===== config.mk =====
export PLATFORM = sky130hd
export DESIGN_NAME = pwmcc_timer
export DESIGN_NICKNAME = d
export VERILOG_FILES = /design/src/common/pwmcc_pkg.sv /design/src/design/pwmcc_engine.sv /design/src/design/pwmcc_timer.sv
export SDC_FILE = /design/constraint.sdc
export NUM_CORES = 2
export LEC_CHECK = 0
export ABC_AREA = 1
export BUFFER_PORTS_ARGS = -buffer_cell sky130_fd_sc_hd__buf_2
export CELL_PAD_IN_SITES_DETAIL_PLACEMENT = 1
export CELL_PAD_IN_SITES_GLOBAL_PLACEMENT = 1
export CORE_AREA = 2 2 376 304
export CTS_CLUSTER_DIAMETER = 50
export DETAILED_ROUTE_END_ITERATION = 12
export DIE_AREA = 0 0 378 306
export PLACE_DENSITY_LB_ADDON = 0.1
export SYNTH_ARGS = -nofsm -noshare
export SYNTH_HDL_FRONTEND = slang
export SYNTH_SLANG_ARGS = --single-unit

===== constraint.sdc =====
create_clock -name pclk -period 8.1 [get_ports pclk]
set_clock_uncertainty 0.15 [all_clocks]
set_input_delay 0.81 -clock pclk [delete_from_list [all_inputs] [get_ports pclk]]
set_output_delay 0.81 -clock pclk [all_outputs]
set_load 0.02 [all_outputs]

===== src/common/pwmcc_pkg.sv =====
// Constants shared by the center-aligned, pair-capable PWM timer.
// Assumes a 32-bit APB register bus with byte addresses.
package pwmcc_pkg;

    // ----------------------------------------------------------------
    // Sizes
    // ----------------------------------------------------------------
    localparam int unsigned NUM_CH     = 8;
    localparam int unsigned NUM_PAIRS  = 4;
    localparam int unsigned CNT_W      = 16;
    localparam int unsigned PRESC_W    = 3;

    // ----------------------------------------------------------------
    // Register byte offsets
    // ----------------------------------------------------------------
    localparam logic [7:0] OFS_ENABLE   = 8'h00;
    localparam logic [7:0] OFS_POLARITY = 8'h04;
    localparam logic [7:0] OFS_CLKSEL   = 8'h08;
    localparam logic [7:0] OFS_ALIGN    = 8'h0c;
    localparam logic [7:0] OFS_PAIRING  = 8'h10;
    localparam logic [7:0] OFS_PRESCALE = 8'h14;
    localparam logic [7:0] OFS_COUNTER  = 8'h20;
    localparam logic [7:0] OFS_PERIOD   = 8'h40;
    localparam logic [7:0] OFS_DUTY     = 8'h60;

    // ----------------------------------------------------------------
    // Field positions
    // ----------------------------------------------------------------
    localparam int unsigned PRESC_A_LSB = 0;
    localparam int unsigned PRESC_B_LSB = 4;

    // ----------------------------------------------------------------
    // Reset values
    // ----------------------------------------------------------------
    localparam logic [7:0] RST_ENABLE   = 8'h00;
    localparam logic [7:0] RST_POLARITY = 8'h00;
    localparam logic [7:0] RST_CLKSEL   = 8'hcc;
    localparam logic [7:0] RST_ALIGN    = 8'h00;
    localparam logic [3:0] RST_PAIRING  = 4'h0;
    localparam logic [7:0] RST_PRESCALE = 8'h00;
    localparam logic [7:0] RST_PERIOD   = 8'h00;
    localparam logic [7:0] RST_DUTY     = 8'h00;

    // ----------------------------------------------------------------
    // Register kinds
    // ----------------------------------------------------------------
    typedef enum {
        PWMCC_KIND_NONE,
        PWMCC_KIND_ENABLE,
        PWMCC_KIND_POLARITY,
        PWMCC_KIND_CLKSEL,
        PWMCC_KIND_ALIGN,
        PWMCC_KIND_PAIRING,
        PWMCC_KIND_PRESCALE,
        PWMCC_KIND_COUNTER,
        PWMCC_KIND_PERIOD,
        PWMCC_KIND_DUTY
    } pwmcc_kind_type;

endpackage : pwmcc_pkg


===== src/design/pwmcc_engine.sv =====
// One PWM counter engine, 8 or 16 bits wide, left or center aligned.
// Assumes tick is a one-cycle enable at the selected channel clock rate.
module pwmcc_engine
    import pwmcc_pkg::*;
(
    input  wire logic             pclk,
    input  wire logic             presetn,
    input  wire logic             tick,
    input  wire logic             enable,
    input  wire logic             center,
    input  wire logic             polarity,
    input  wire logic [CNT_W-1:0] period_buf,
    input  wire logic [CNT_W-1:0] duty_buf,
    input  wire logic             counter_wr,
    output logic                  level,
    output logic      [CNT_W-1:0] count
);

    logic             count_up;
    logic             phase;
    logic [CNT_W-1:0] period_act;
    logic [CNT_W-1:0] duty_act;
    logic [CNT_W-1:0] next_count;
    logic             next_up;
    logic             period_end;

    // ----------------------------------------------------------------
    // Counter sequencing
    // ----------------------------------------------------------------
    always_comb begin
        next_count = count;
        next_up    = count_up;
        period_end = 1'b0;
        if (period_act == '0) begin
            next_count = '0;
            period_end = 1'b1;
        end else if (center) begin
            if (count_up) begin
                if (count >= period_act) begin
                    next_up    = 1'b0;
                    next_count = count - 1'b1;
                end else begin
                    next_count = count + 1'b1;
                end
            end else begin
                next_count = count - 1'b1;
                if (next_count == '0) begin
                    next_up    = 1'b1;
                    period_end = 1'b1;
                end
            end
        end else begin
            next_up = 1'b1;
            if (count >= period_act - 1'b1) begin
                next_count = '0;
                period_end = 1'b1;
            end else begin
                next_count = count + 1'b1;
            end
        end
        if (next_count == '0) begin
            next_up = 1'b1;
        end
    end

    always_ff @(posedge pclk or negedge presetn) begin
        if (!presetn) begin
            count    <= '0;
            count_up <= 1'b1;
        end else if (counter_wr) begin
            count    <= '0;
            count_up <= 1'b1;
        end else if (enable && tick) begin
            count    <= next_count;
            count_up <= next_up;
        end
    end

    // ----------------------------------------------------------------
    // Double-buffered compare values
    // ----------------------------------------------------------------
    always_ff @(posedge pclk or negedge presetn) begin
        if (!presetn) begin
            period_act <= '0;
            duty_act   <= '0;
        end else if (!enable || counter_wr || (tick && period_end)) begin
            period_act <= period_buf;
            duty_act   <= duty_buf;
        end
    end

    // ----------------------------------------------------------------
    // Output flip-flop
    // ----------------------------------------------------------------
    always_ff @(posedge pclk or negedge presetn) begin
        if (!presetn) begin
            phase <= 1'b0;
        end else if (counter_wr) begin
            phase <= 1'b0;
        end else if (enable && tick) begin
            if (period_end && !center) begin
                phase <= 1'b0;
            end else if (next_count == duty_act && next_count != count) begin
                phase <= next_up ? 1'b1 : 1'b0;
            end else if (period_end) begin
                phase <= 1'b0;
            end
        end
    end

    // Phase low is the start of a cycle; polarity picks the start level.
    always_comb begin
        if (period_act == '0) begin
            level = polarity;
        end else if (duty_act == '0) begin
            level = ~polarity;
        end else if (duty_act >= period_act) begin
            level = polarity;
        end else begin
            level = polarity ? ~phase : phase;
        end
    end

endmodule : pwmcc_engine


===== src/design/pwmcc_timer.sv =====
// Eight-channel PWM timer with center alignment and channel pairing,
// reached over APB.
// Assumes one clock pclk and an active-low asynchronous reset presetn.
module pwmcc_timer
    import pwmcc_pkg::*;
(
    input  wire logic        pclk,
    input  wire logic        presetn,
    input  wire logic        psel,
    input  wire logic        penable,
    input  wire logic        pwrite,
    input  wire logic [7:0]  paddr,
    input  wire logic [31:0] pwdata,
    output logic      [31:0] prdata,
    output logic             pready,
    output logic             pslverr,
    output logic      [7:0]  channel_output_pin,
    output logic      [7:0]  channel_output_oe
);

    // ----------------------------------------------------------------
    // Register storage
    // ----------------------------------------------------------------
    logic [7:0] channel_enable_bit;
    logic [7:0] polarity_reg;
    logic [7:0] channel_clock_sel;
    logic [7:0] alignment_select_reg;
    logic [3:0] pairing_control_reg;
    logic [7:0] prescale_reg;
    logic [7:0] period_value [NUM_CH];
    logic [7:0] duty_value   [NUM_CH];

    // ----------------------------------------------------------------
    // Decode and channel wiring
    // ----------------------------------------------------------------
    logic           wr_en;
    logic           setup_phase;
    pwmcc_kind_type acc_kind;
    logic [2:0]     acc_ch;
    logic [7:0]     counter_wr;
    logic [CNT_W-1:0] eng_count [NUM_CH];
    logic [7:0]     eng_level;
    logic [7:0]     eng_run;
    logic [7:0]     chan_tick;
    logic [7:0]     div_count;
    logic           tick_a;
    logic           tick_b;
    logic [31:0]    next_prdata;
    logic [7:0]     mask_a;
    logic [7:0]     mask_b;

    // ----------------------------------------------------------------
    // Address decode
    // ----------------------------------------------------------------
    function automatic pwmcc_kind_type decode_kind(input logic [7:0] addr);
        pwmcc_kind_type k;
        k = PWMCC_KIND_NONE;
        if (addr[1:0] == 2'h0) begin
            case (addr[7:5])
                OFS_COUNTER[7:5]: k = PWMCC_KIND_COUNTER;
                OFS_PERIOD[7:5]:  k = PWMCC_KIND_PERIOD;
                OFS_DUTY[7:5]:    k = PWMCC_KIND_DUTY;
                3'h0: begin
                    case (addr)
                        OFS_ENABLE:   k = PWMCC_KIND_ENABLE;
                        OFS_POLARITY: k = PWMCC_KIND_POLARITY;
                        OFS_CLKSEL:   k = PWMCC_KIND_CLKSEL;
                        OFS_ALIGN:    k = PWMCC_KIND_ALIGN;
                        OFS_PAIRING:  k = PWMCC_KIND_PAIRING;
                        OFS_PRESCALE: k = PWMCC_KIND_PRESCALE;
                        default:      k = PWMCC_KIND_NONE;
                    endcase
                end
                default: k = PWMCC_KIND_NONE;
            endcase
        end
        return k;
    endfunction : decode_kind

    // Mask of low divider bits that must all be set for a prescaled tick.
    function automatic logic [7:0] presc_mask(input logic [PRESC_W-1:0] sel);
        return 8'((9'h001 << sel) - 9'h001);
    endfunction : presc_mask

    assign acc_kind = decode_kind(paddr);
    assign acc_ch   = paddr[4:2];
    assign wr_en    = psel && penable && pready && pwrite;
    assign setup_phase = psel && !penable;

    // ----------------------------------------------------------------
    // APB handshake
    // ----------------------------------------------------------------
    always_ff @(posedge pclk or negedge presetn) begin
        if (!presetn) begin
            pready <= 1'b0;
        end else begin
            pready <= setup_phase;
        end
    end

    // An unmapped or misaligned address is answered with an error, never a wait.
    always_ff @(posedge pclk or negedge presetn) begin
        if (!presetn) begin
            pslverr <= 1'b0;
        end else begin
            pslverr <= setup_phase && (acc_kind == PWMCC_KIND_NONE);
        end
    end

    // Read data is taken at setup so that it stands through the access cycle.
    always_ff @(posedge pclk or negedge presetn) begin
        if (!presetn) begin
            prdata <= 32'h0000_0000;
        end else if (setup_phase && !pwrite) begin
            prdata <= next_prdata;
        end
    end

    // ----------------------------------------------------------------
    // Read multiplexer
    // ----------------------------------------------------------------
    // In a pair the even counter register shows the upper byte of the odd engine.
    always_comb begin
        next_prdata = 32'h0000_0000;
        case (acc_kind)
            PWMCC_KIND_ENABLE:   next_prdata[7:0] = channel_enable_bit;
            PWMCC_KIND_POLARITY: next_prdata[7:0] = polarity_reg;
            PWMCC_KIND_CLKSEL:   next_prdata[7:0] = channel_clock_sel;
            PWMCC_KIND_ALIGN:    next_prdata[7:0] = alignment_select_reg;
            PWMCC_KIND_PAIRING:  next_prdata[3:0] = pairing_control_reg;
            PWMCC_KIND_PRESCALE: next_prdata[7:0] = prescale_reg;
            PWMCC_KIND_PERIOD:   next_prdata[7:0] = period_value[acc_ch];
            PWMCC_KIND_DUTY:     next_prdata[7:0] = duty_value[acc_ch];
            PWMCC_KIND_COUNTER: begin
                if (!acc_ch[0] && pairing_control_reg[acc_ch[2:1]]) begin
                    next_prdata[7:0] = eng_count[acc_ch + 3'h1][15:8];
                end else begin
                    next_prdata[7:0] = eng_count[acc_ch][7:0];
                end
            end
            default: next_prdata = 32'h0000_0000;
        endcase
    end

    // ----------------------------------------------------------------
    // Control registers
    // ----------------------------------------------------------------
    // Each control register has its own write strobe from the address decode.
    always_ff @(posedge pclk or negedge presetn) begin
        if (!presetn) begin
            channel_enable_bit <= RST_ENABLE;
        end else if (wr_en && acc_kind == PWMCC_KIND_ENABLE) begin
            channel_enable_bit <= pwdata[7:0];
        end
    end

    always_ff @(posedge pclk or negedge presetn) begin
        if (!presetn) begin
            polarity_reg <= RST_POLARITY;
        end else if (wr_en && acc_kind == PWMCC_KIND_POLARITY) begin
            polarity_reg <= pwdata[7:0];
        end
    end

    always_ff @(posedge pclk or negedge presetn) begin
        if (!presetn) begin
            channel_clock_sel <= RST_CLKSEL;
        end else if (wr_en && acc_kind == PWMCC_KIND_CLKSEL) begin
            channel_clock_sel <= pwdata[7:0];
        end
    end

    always_ff @(posedge pclk or negedge presetn) begin
        if (!presetn) begin
            alignment_select_reg <= RST_ALIGN;
        end else if (wr_en && acc_kind == PWMCC_KIND_ALIGN) begin
            alignment_select_reg <= pwdata[7:0];
        end
    end

    // Pairing bits are meant to change only while both channels of a pair are stopped.
    always_ff @(posedge pclk or negedge presetn) begin
        if (!presetn) begin
            pairing_control_reg <= RST_PAIRING;
        end else if (wr_en && acc_kind == PWMCC_KIND_PAIRING) begin
            pairing_control_reg <= pwdata[3:0];
        end
    end

    always_ff @(posedge pclk or negedge presetn) begin
        if (!presetn) begin
            prescale_reg <= RST_PRESCALE;
        end else if (wr_en && acc_kind == PWMCC_KIND_PRESCALE) begin
            prescale_reg <= pwdata[7:0];
        end
    end

    // ----------------------------------------------------------------
    // Period and duty buffers
    // ----------------------------------------------------------------
    // The engines decide when a buffered value reaches their compare logic.
    always_ff @(posedge pclk or negedge presetn) begin
        if (!presetn) begin
            for (int i = 0; i < NUM_CH; i++) begin
                period_value[i] <= RST_PERIOD;
            end
        end else if (wr_en && acc_kind == PWMCC_KIND_PERIOD) begin
            period_value[acc_ch] <= pwdata[7:0];
        end
    end

    always_ff @(posedge pclk or negedge presetn) begin
        if (!presetn) begin
            for (int i = 0; i < NUM_CH; i++) begin
                duty_value[i] <= RST_DUTY;
            end
        end else if (wr_en && acc_kind == PWMCC_KIND_DUTY) begin
            duty_value[acc_ch] <= pwdata[7:0];
        end
    end

    // ----------------------------------------------------------------
    // Channel clocks A and B
    // ----------------------------------------------------------------
    always_ff @(posedge pclk or negedge presetn) begin
        if (!presetn) begin
            div_count <= 8'h00;
        end else begin
            div_count <= div_count + 8'h01;
        end
    end

    // Clock A and clock B tick whenever their low divider bits are all set.
    assign mask_a = presc_mask(prescale_reg[PRESC_A_LSB +: PRESC_W]);
    assign mask_b = presc_mask(prescale_reg[PRESC_B_LSB +: PRESC_W]);
    assign tick_a = (div_count & mask_a) == mask_a;
    assign tick_b = (div_count & mask_b) == mask_b;

    // ----------------------------------------------------------------
    // Channel engines
    // ----------------------------------------------------------------
    for (genvar p = 0; p < NUM_PAIRS; p++) begin : g_pair
        localparam int unsigned HI = 2 * p;
        localparam int unsigned LO = 2 * p + 1;
        logic paired;
        assign paired = pairing_control_reg[p];

        // Even engine idles while paired; its enable bit is ignored.
        assign eng_run[HI] = channel_enable_bit[HI] && !paired;
        assign eng_run[LO] = channel_enable_bit[LO];

        assign chan_tick[HI] = channel_clock_sel[HI] ? tick_b : tick_a;
        assign chan_tick[LO] = channel_clock_sel[LO] ? tick_b : tick_a;

        assign counter_wr[HI] = wr_en && acc_kind == PWMCC_KIND_COUNTER
                                && acc_ch == 3'(HI);
        assign counter_wr[LO] = wr_en && acc_kind == PWMCC_KIND_COUNTER
                                && (acc_ch == 3'(LO) || (paired && acc_ch == 3'(HI)));

        pwmcc_engine u_hi (
            .pclk       (pclk),
            .presetn    (presetn),
            .tick       (chan_tick[HI]),
            .enable     (eng_run[HI]),
            .center     (alignment_select_reg[HI]),
            .polarity   (polarity_reg[HI]),
            .period_buf ({8'h00, period_value[HI]}),
            .duty_buf   ({8'h00, duty_value[HI]}),
            .counter_wr (counter_wr[HI]),
            .level      (eng_level[HI]),
            .count      (eng_count[HI])
        );

        // Odd engine runs 16 bits wide with the even channel as upper byte when paired.
        pwmcc_engine u_lo (
            .pclk       (pclk),
            .presetn    (presetn),
            .tick       (chan_tick[LO]),
            .enable     (eng_run[LO]),
            .center     (alignment_select_reg[LO]),
            .polarity   (polarity_reg[LO]),
            .period_buf ({paired ? period_value[HI] : 8'h00, period_value[LO]}),
            .duty_buf   ({paired ? duty_value[HI] : 8'h00, duty_value[LO]}),
            .counter_wr (counter_wr[LO]),
            .level      (eng_level[LO]),
            .count      (eng_count[LO])
        );

        // ------------------------------------------------------------
        // Output pins
        // ------------------------------------------------------------
        // Pins and enables are registered so that the pads never see decode glitches.
        always_ff @(posedge pclk or negedge presetn) begin
            if (!presetn) begin
                channel_output_pin[HI] <= 1'b0;
                channel_output_pin[LO] <= 1'b0;
            end else begin
                channel_output_pin[HI] <= eng_run[HI] && eng_level[HI];
                channel_output_pin[LO] <= eng_run[LO] && eng_level[LO];
            end
        end

        always_ff @(posedge pclk or negedge presetn) begin
            if (!presetn) begin
                channel_output_oe[HI] <= 1'b0;
                channel_output_oe[LO] <= 1'b0;
            end else begin
                channel_output_oe[HI] <= eng_run[HI];
                channel_output_oe[LO] <= eng_run[LO];
            end
        end
    end

    // ----------------------------------------------------------------
    // Interrupts
    // ----------------------------------------------------------------
    // No interrupt output exists on this block.

endmodule : pwmcc_timer


* Yosys cells after proc, flatten, opt, wreduce, memory -nomap -nowiden
Index checks and enable logic that the tools add are counted.
** Cells by class
- $add $sub $neg :: 28
- Multipliers :: 0
- Div/mod/pow operators :: 0
- Magnitude comparators :: 28
- Eq/ne operators :: 51
- Shift operators :: 2
- Mux-type cells :: 272
- Bitwise gates (word level) :: 20
- Reduce and logical (&&, ||, !) cells :: 177
** Operators by type and width (count)
- $mux W16 :: 58
- $logic_not A16 Y1 :: 32
- $ge A16 B16 Y1 :: 16
- $eq A32 B3 Y1 const B :: 6
- $eq A32 B4 Y1 const B :: 6
- $sub A16 B1 Y16 const B :: 12
- $mux W1 :: 185
- $add A16 B1 Y16 const B :: 8
- $bwmux W64 :: 2
- $mux W8 :: 16
- $ne A16 B16 Y1 :: 8
- $pmux W32 S4 :: 1
- $bmux W16 S3 :: 2
- $eq A32 B2 Y1 const B :: 3
- $logic_and A1 B1 Y1 :: 73
- $eq A16 B16 Y1 :: 4
- $eq A16 B8 Y1 :: 4
- $eq A32 B5 Y1 const B :: 2
- $ge A16 B8 Y1 :: 4
- $bmux W8 S3 :: 2
- $pmux W4 S9 :: 1
- $sub A8 B1 Y9 const B :: 4
- $eq A32 B1 Y1 const B :: 1
- $ge A8 B8 Y1 :: 4
- 31 further kinds :: 124
** Storage, ports and cells
- Register bits :: 542
- Bits in latches :: 0
- Bits in writable memories :: 0
- Memory bits (read-only) :: 0
- Bits of input ports :: 45
- Output and inout port bits :: 50
- Logic and storage cells :: 652
- Memories :: 0

* Logic depth before layout (Yosys ltp)
- Depth after elaboration :: 12
- Mapped depth :: 30
- Mapped depth without buffers :: 30

* Modules after synthesis
From an unflattened synthesis, not the netlist that was laid out.
** Unflattened totals
- Cell total of the unflattened synthesis :: 8016
- Area total of the unflattened synthesis :: 53795.3 um2
** Modules (own cells, without submodules)
- pwmcc_engine at g_pair[0].u_hi ... :: instances 6, cells each 808, area an instance 5297.6 um2, seq. area each 1252.5 um2
- pwmcc_timer :: instances 1, cells each 1577, area an instance 11410.9 um2, seq. area each 5134.9 um2
- pwmcc_engine at g_pair[3].u_lo :: instances 1, cells each 819, area an instance 5381.4 um2, seq. area each 1252.5 um2
- pwmcc_engine at g_pair[1].u_hi :: instances 1, cells each 772, area an instance 5217.5 um2, seq. area each 1252.5 um2

* Worst setup path before layout
OpenSTA, ideal clock, no wires.
- Path kind :: register to register
- Start point :: register g_pair[0].u_hi.period_act[0]
- End point :: register g_pair[0].u_hi.phase
- Setup time :: 113 ps
- Arrival :: 3557 ps
- Required time :: 7837 ps
- Path slack :: 4280 ps
- Stages on the path, launching flop included :: 24
- Buffers on the path :: 1
- Period minus slack after synthesis :: 3820 ps
- Path through :: dfrtp_1 inv_1 ha_1 nand4_1 nor3_1 clkinv_1 ha_1 a21oi_1 o21ai_1 a21oi_2 nand3_1 a21oi_2 buf_4 nand3_1 nand2_1 nand3_1 nor2_1 nand2_1 nor2_1 nand2_1 nand2_1 nand3_1 nand2_1 inv_1
** On the way
- Word-level cells in the longest chain between the ends :: 12
- Elaborated cells between the ends (all ways) :: 29
- Those cells by class :: add/sub (1); order compare (2); eq/ne (2); mux (18); reduce/logical (6)
** Ends and longest elaborated chain
- start, declared :: RTL line pwmcc_engine.sv:21 : logic [CNT_W-1:0] period_act;
- start signal, assigned :: RTL line pwmcc_engine.sv:87 : period_act <= period_buf;
- $sub A8 B1 Y9 or $ge A16 B8 Y1 (tied branches) :: RTL line pwmcc_engine.sv:54, pwmcc_engine.sv:39
- $ge A16 B16 Y1 or $mux W16 (tied branches) :: RTL line pwmcc_engine.sv:54, pwmcc_engine.sv:39
- $mux W16, on equally long branches :: RTL line pwmcc_engine.sv:54, pwmcc_engine.sv:38
- $mux W16 :: RTL line pwmcc_engine.sv:37 : end else if (center) begin
- $mux W16 :: RTL line pwmcc_engine.sv:34 : if (period_act == '0) begin
- $logic_not A16 Y1 :: RTL line pwmcc_engine.sv:61 : if (next_count == '0) begin
- $mux W1 :: RTL line pwmcc_engine.sv:61
- $mux W1 :: RTL line pwmcc_engine.sv:104 : phase <= next_up ? 1'b1 : 1'b0;
- $mux W1 :: RTL line pwmcc_engine.sv:103 : end else if (next_count == duty_act && next_count != count) begin
- $mux W1 :: RTL line pwmcc_engine.sv:101 : if (period_end && !center) begin
- $mux W1 :: RTL line pwmcc_engine.sv:100 : end else if (enable && tick) begin
- $mux W1 :: RTL line pwmcc_engine.sv:98 : end else if (counter_wr) begin
- end signal, assigned :: RTL line pwmcc_engine.sv:104
- end, declared :: RTL line pwmcc_engine.sv:20 : logic phase;
Several ways; a longest one is shown, not always the timed one. The select of a mux whose other input is x is not followed.
A chain may end at the register's enable or synchronous reset.

* Worst setup path after layout
- Start point :: register g_pair[1].u_hi.period_act[0]
- End point :: register g_pair[1].u_hi.phase
** On the way
- Word-level cells in the longest chain between the ends :: 12
- Elaborated cells between the ends (all ways) :: 29
- Those cells by class :: add/sub (1); order compare (2); eq/ne (2); mux (18); reduce/logical (6)
** Ends and longest elaborated chain (RTL line)
- start, declared :: pwmcc_engine.sv:21
- start signal, assigned :: pwmcc_engine.sv:87
- $sub A8 B1 Y9 or $ge A16 B8 Y1 (tied branches) :: pwmcc_engine.sv:54, pwmcc_engine.sv:39
- $ge A16 B16 Y1 or $mux W16 (tied branches) :: pwmcc_engine.sv:54, pwmcc_engine.sv:39
- $mux W16, on equally long branches :: pwmcc_engine.sv:54, pwmcc_engine.sv:38
- $mux W16 :: pwmcc_engine.sv:37
- $mux W16 :: pwmcc_engine.sv:34
- $logic_not A16 Y1 :: pwmcc_engine.sv:61
- $mux W1 :: pwmcc_engine.sv:61
- $mux W1 :: pwmcc_engine.sv:104
- $mux W1 :: pwmcc_engine.sv:103
- $mux W1 :: pwmcc_engine.sv:101
- $mux W1 :: pwmcc_engine.sv:100
- $mux W1 :: pwmcc_engine.sv:98
- end signal, assigned :: pwmcc_engine.sv:104
- end, declared :: pwmcc_engine.sv:20
Several ways; a longest one is shown, not always the timed one. The select of a mux whose other input is x is not followed.

==> out/metrics.csv <==
metric,value,unit
clock_latency,0.71,ns
layout-drive-gt1-share,0.0730,
comb_power_share,0.332,
io_pins,95,
worstPathArrival,6.32,ns
antenna_left,0,
worst_ep_required_time,8.59,ns
grt_pass1_wl,294,mm
reg2reg_depth,23,
layout.nets,6634,
drc_errors,0,
synth-seq-cells,541,
finalNonFillerCells,7814,
rsz0062_at_grt,no,
overflow,0,
intPower,6.41,mW
startpoint,g_pair[1].u_hi.period_act[0],
vias,45700,
wl_met1,94.4,mm
wl_met2,80.3,mm
core_area,112000,sq um
ys.flop_type,dfrtp_1,
p_seq_frac,0.337,
cts_resized,0,
timing.rr.end,g_pair[1].u_hi.phase,
synth_area_leaders,"dfrtp_1 (30%), nand2_1 (13%), ha_1 (10%)",
fill_cells,14300,
area_growth,8.97,%
grt_pass1_vias,44700,
antenna_found_initial,8,
htreeDepth,3,
final_cell_mix,"nand2_1 (1569), inv_1 (645), dfrtp_1 (529), nor2_1 (491), o21ai_0 (469)",
place_hpwl,151,mm
setup_viol,0,
holdCritPathClass,primary input to asynchronous set/reset pin,
hold_ws,-0.0154,ns
crit_end,g_pair[1].u_hi.phase,
cts.reportedPaths.clkPinSlew,0.06,ns
grt_max_degree,118,
cts_sinks,541,
maxCapViolations,0,
drt-total-wl,196,mm
place_inst,7655,
layout_commonest_cell,nand2_1,
powerDensity,238,nW/um^2
maxSlewHeadroom,0.114,
dieArea,116000,sq um
wl_met3,14.4,mm
die_x,378,microns
total_power,11.5,mW
portBuffers,46,
tightest_slew,1.33,ns
fin_crit_sh,0.720,
cts_tree,built,
die_y,306,microns
drtPass1Iterations,6,
outcome,"finished, violations left",
cp_max_fo,24,
yosysTopAreaCell,dfrtp_1,
timing.rr.start,g_pair[1].u_hi.period_act[0],
ys_async_sr_fraction,1.00,
grtUsageTotal,0.336,
syn_area,44400,sq um
highest_layer,met5,
switching_share,0.444,
fin_area,48400,sq um
hold_violations,2,
row_count,110,
period_minus_slack,5.83,ns
path_class,flip-flop to flip-flop,
synth_edf_count,0,
leakage,23.7,nW
power_frac_clock,0.331,
synth_top_area_share,0.298,
place_congestion,1.01,
violations,hold timing,
synth.avg_cell_area,7.07,sq um
reg2reg_slack,2.27,ns
cts_setup_buffers,0,
fmax,172,MHz
peakVddDrop,0.000192,V
ys_warn_count,0,
ys_seq_area_frac,0.305,
synthesis.instances,6284,
drt-initial-drc-count,4693,
worstSetupStartpointType,flip-flop,
cts_root_buf,clkbuf_16,
placed_area,45500,sq um
clock_path_buffers,3,
drv_slew,0,
yosysUniqueCellTypes,73,
switchingPower,5.12,mW
wl_per_cell,25.0,microns
hold_buffers,0,
cts_buffers,85,
setup_tns,0,ns
setup.worst_path.end_class,flip-flop,
post_drt_via_cell_ratio,5.85,
start_util,0.398,
[worst min path at each step]
stage,cells past startpoint,endpoint,slack [ns],start
after CTS,1,g_pair[2].u_hi.count[3],0.02,presetn
after global routing,1,g_pair[2].u_hi.count[3],0.04,presetn
final,1,g_pair[2].u_hi.count[3],-0.02,presetn
after global placement,1,div_count[5],0.31,div_count[5]
after detailed placement,1,div_count[5],0.32,div_count[5]
after floorplan,0,channel_output_oe[3],0.24,channel_enable_bit[3]
[kinds of logic after synthesis]
group                      after synthesis  share of synthesized area
adders and majority gates              359                      0.101
AOI/OAI and AO/OA                     1179                      0.149
other                                    1                  0.0000844
xor gates and xnor gates               278                     0.0548
buffers and inverters                  945                     0.0905
and+or+nand+nor                       2981                      0.300
DFF                                    541                      0.305
[Yosys cell counts, types with 13 or more instances]
| master | instances |
|---|---|
| dfrtp_1 | 529 |
| nand4_1 | 191 |
| buf_2 | 63 |
| xor2_1 | 257 |
| o211ai_1 | 13 |
| nor3_2 | 15 |
| inv_1 | 645 |
| o21ai_2 | 18 |
| o21ai_1 | 133 |
| a31oi_1 | 16 |
| nor3_1 | 84 |
| o21a_1 | 25 |
| nand3_1 | 421 |
| nor2_2 | 36 |
| nor2_1 | 491 |
| nand3b_1 | 15 |
| a21oi_1 | 218 |
| o22ai_1 | 213 |
| buf_4 | 50 |
| clkbuf_1 | 91 |
| xnor2_1 | 21 |
| nor4_1 | 39 |
| nand2_1 | 1569 |
| ha_1 | 359 |
| o21ai_0 | 469 |
| buf_6 | 25 |
| nand2_2 | 31 |
| inv_2 | 42 |
| clkinv_1 | 16 |
| nand3_2 | 34 |
[power by group through the flow]
stage	Combinational [mW]	Clock, mW	Sequential, mW
final	3.82	3.82	3.88
after global routing	4.30	3.97	3.91
after CTS	3.77	3.86	3.86
after detailed placement	3.74	0	3.90
after global placement	3.64	0	3.90
after floorplan	2.91	0	3.25
[layer usage]
metal  up-vias  global-route usage
met1     22900               0.508
met2      1518               0.482
met3       311              0.0582
met4        10              0.0989
li1      21000                   -
met5         -                   0
[cell type report]
type	instances	area [sq um]	area share
timing repair buffer	75	470	0.00972
clock inverter	53	589	0.0122
antenna	3	7.51	0.000155
tap	1512	1890	0.0391
sequential	541	13600	0.280
clock buffer	103	2310	0.0477
multi-input combinational	4821	26900	0.556
inverter	706	2660	0.0549
[worst max-delay path: stages (launching register included)]
cell     delay [ns]
dfrtp_1        0.41
inv_1          0.17
ha_1           0.25
nand4_1        0.19
nor3_1         0.32
inv_1          0.42
ha_1           0.46
a21oi_1        0.14
o21ai_0        0.10
a21oi_1        0.35
nand3_1        0.34
a21oi_2        0.98
nand3_1        0.43
nand2_1        0.19
nand2_1        0.09
nor2_1         0.11
nand2_1        0.06
nor2_1         0.11
nand2_1        0.13
nand2_1        0.11
nand2_1        0.06
nand2_1        0.06
nand2_1        0.07
nand2_1        0.06
[metrics by stage]
step                      utilization  setup slack (ns)
after floorplan                     -              4.28
after global placement          0.407              2.63
after detailed placement        0.407              2.53
after CTS                       0.433              2.47
after global routing            0.433              1.90
final                           0.433              2.27
(Power assumes the default switching activity.)
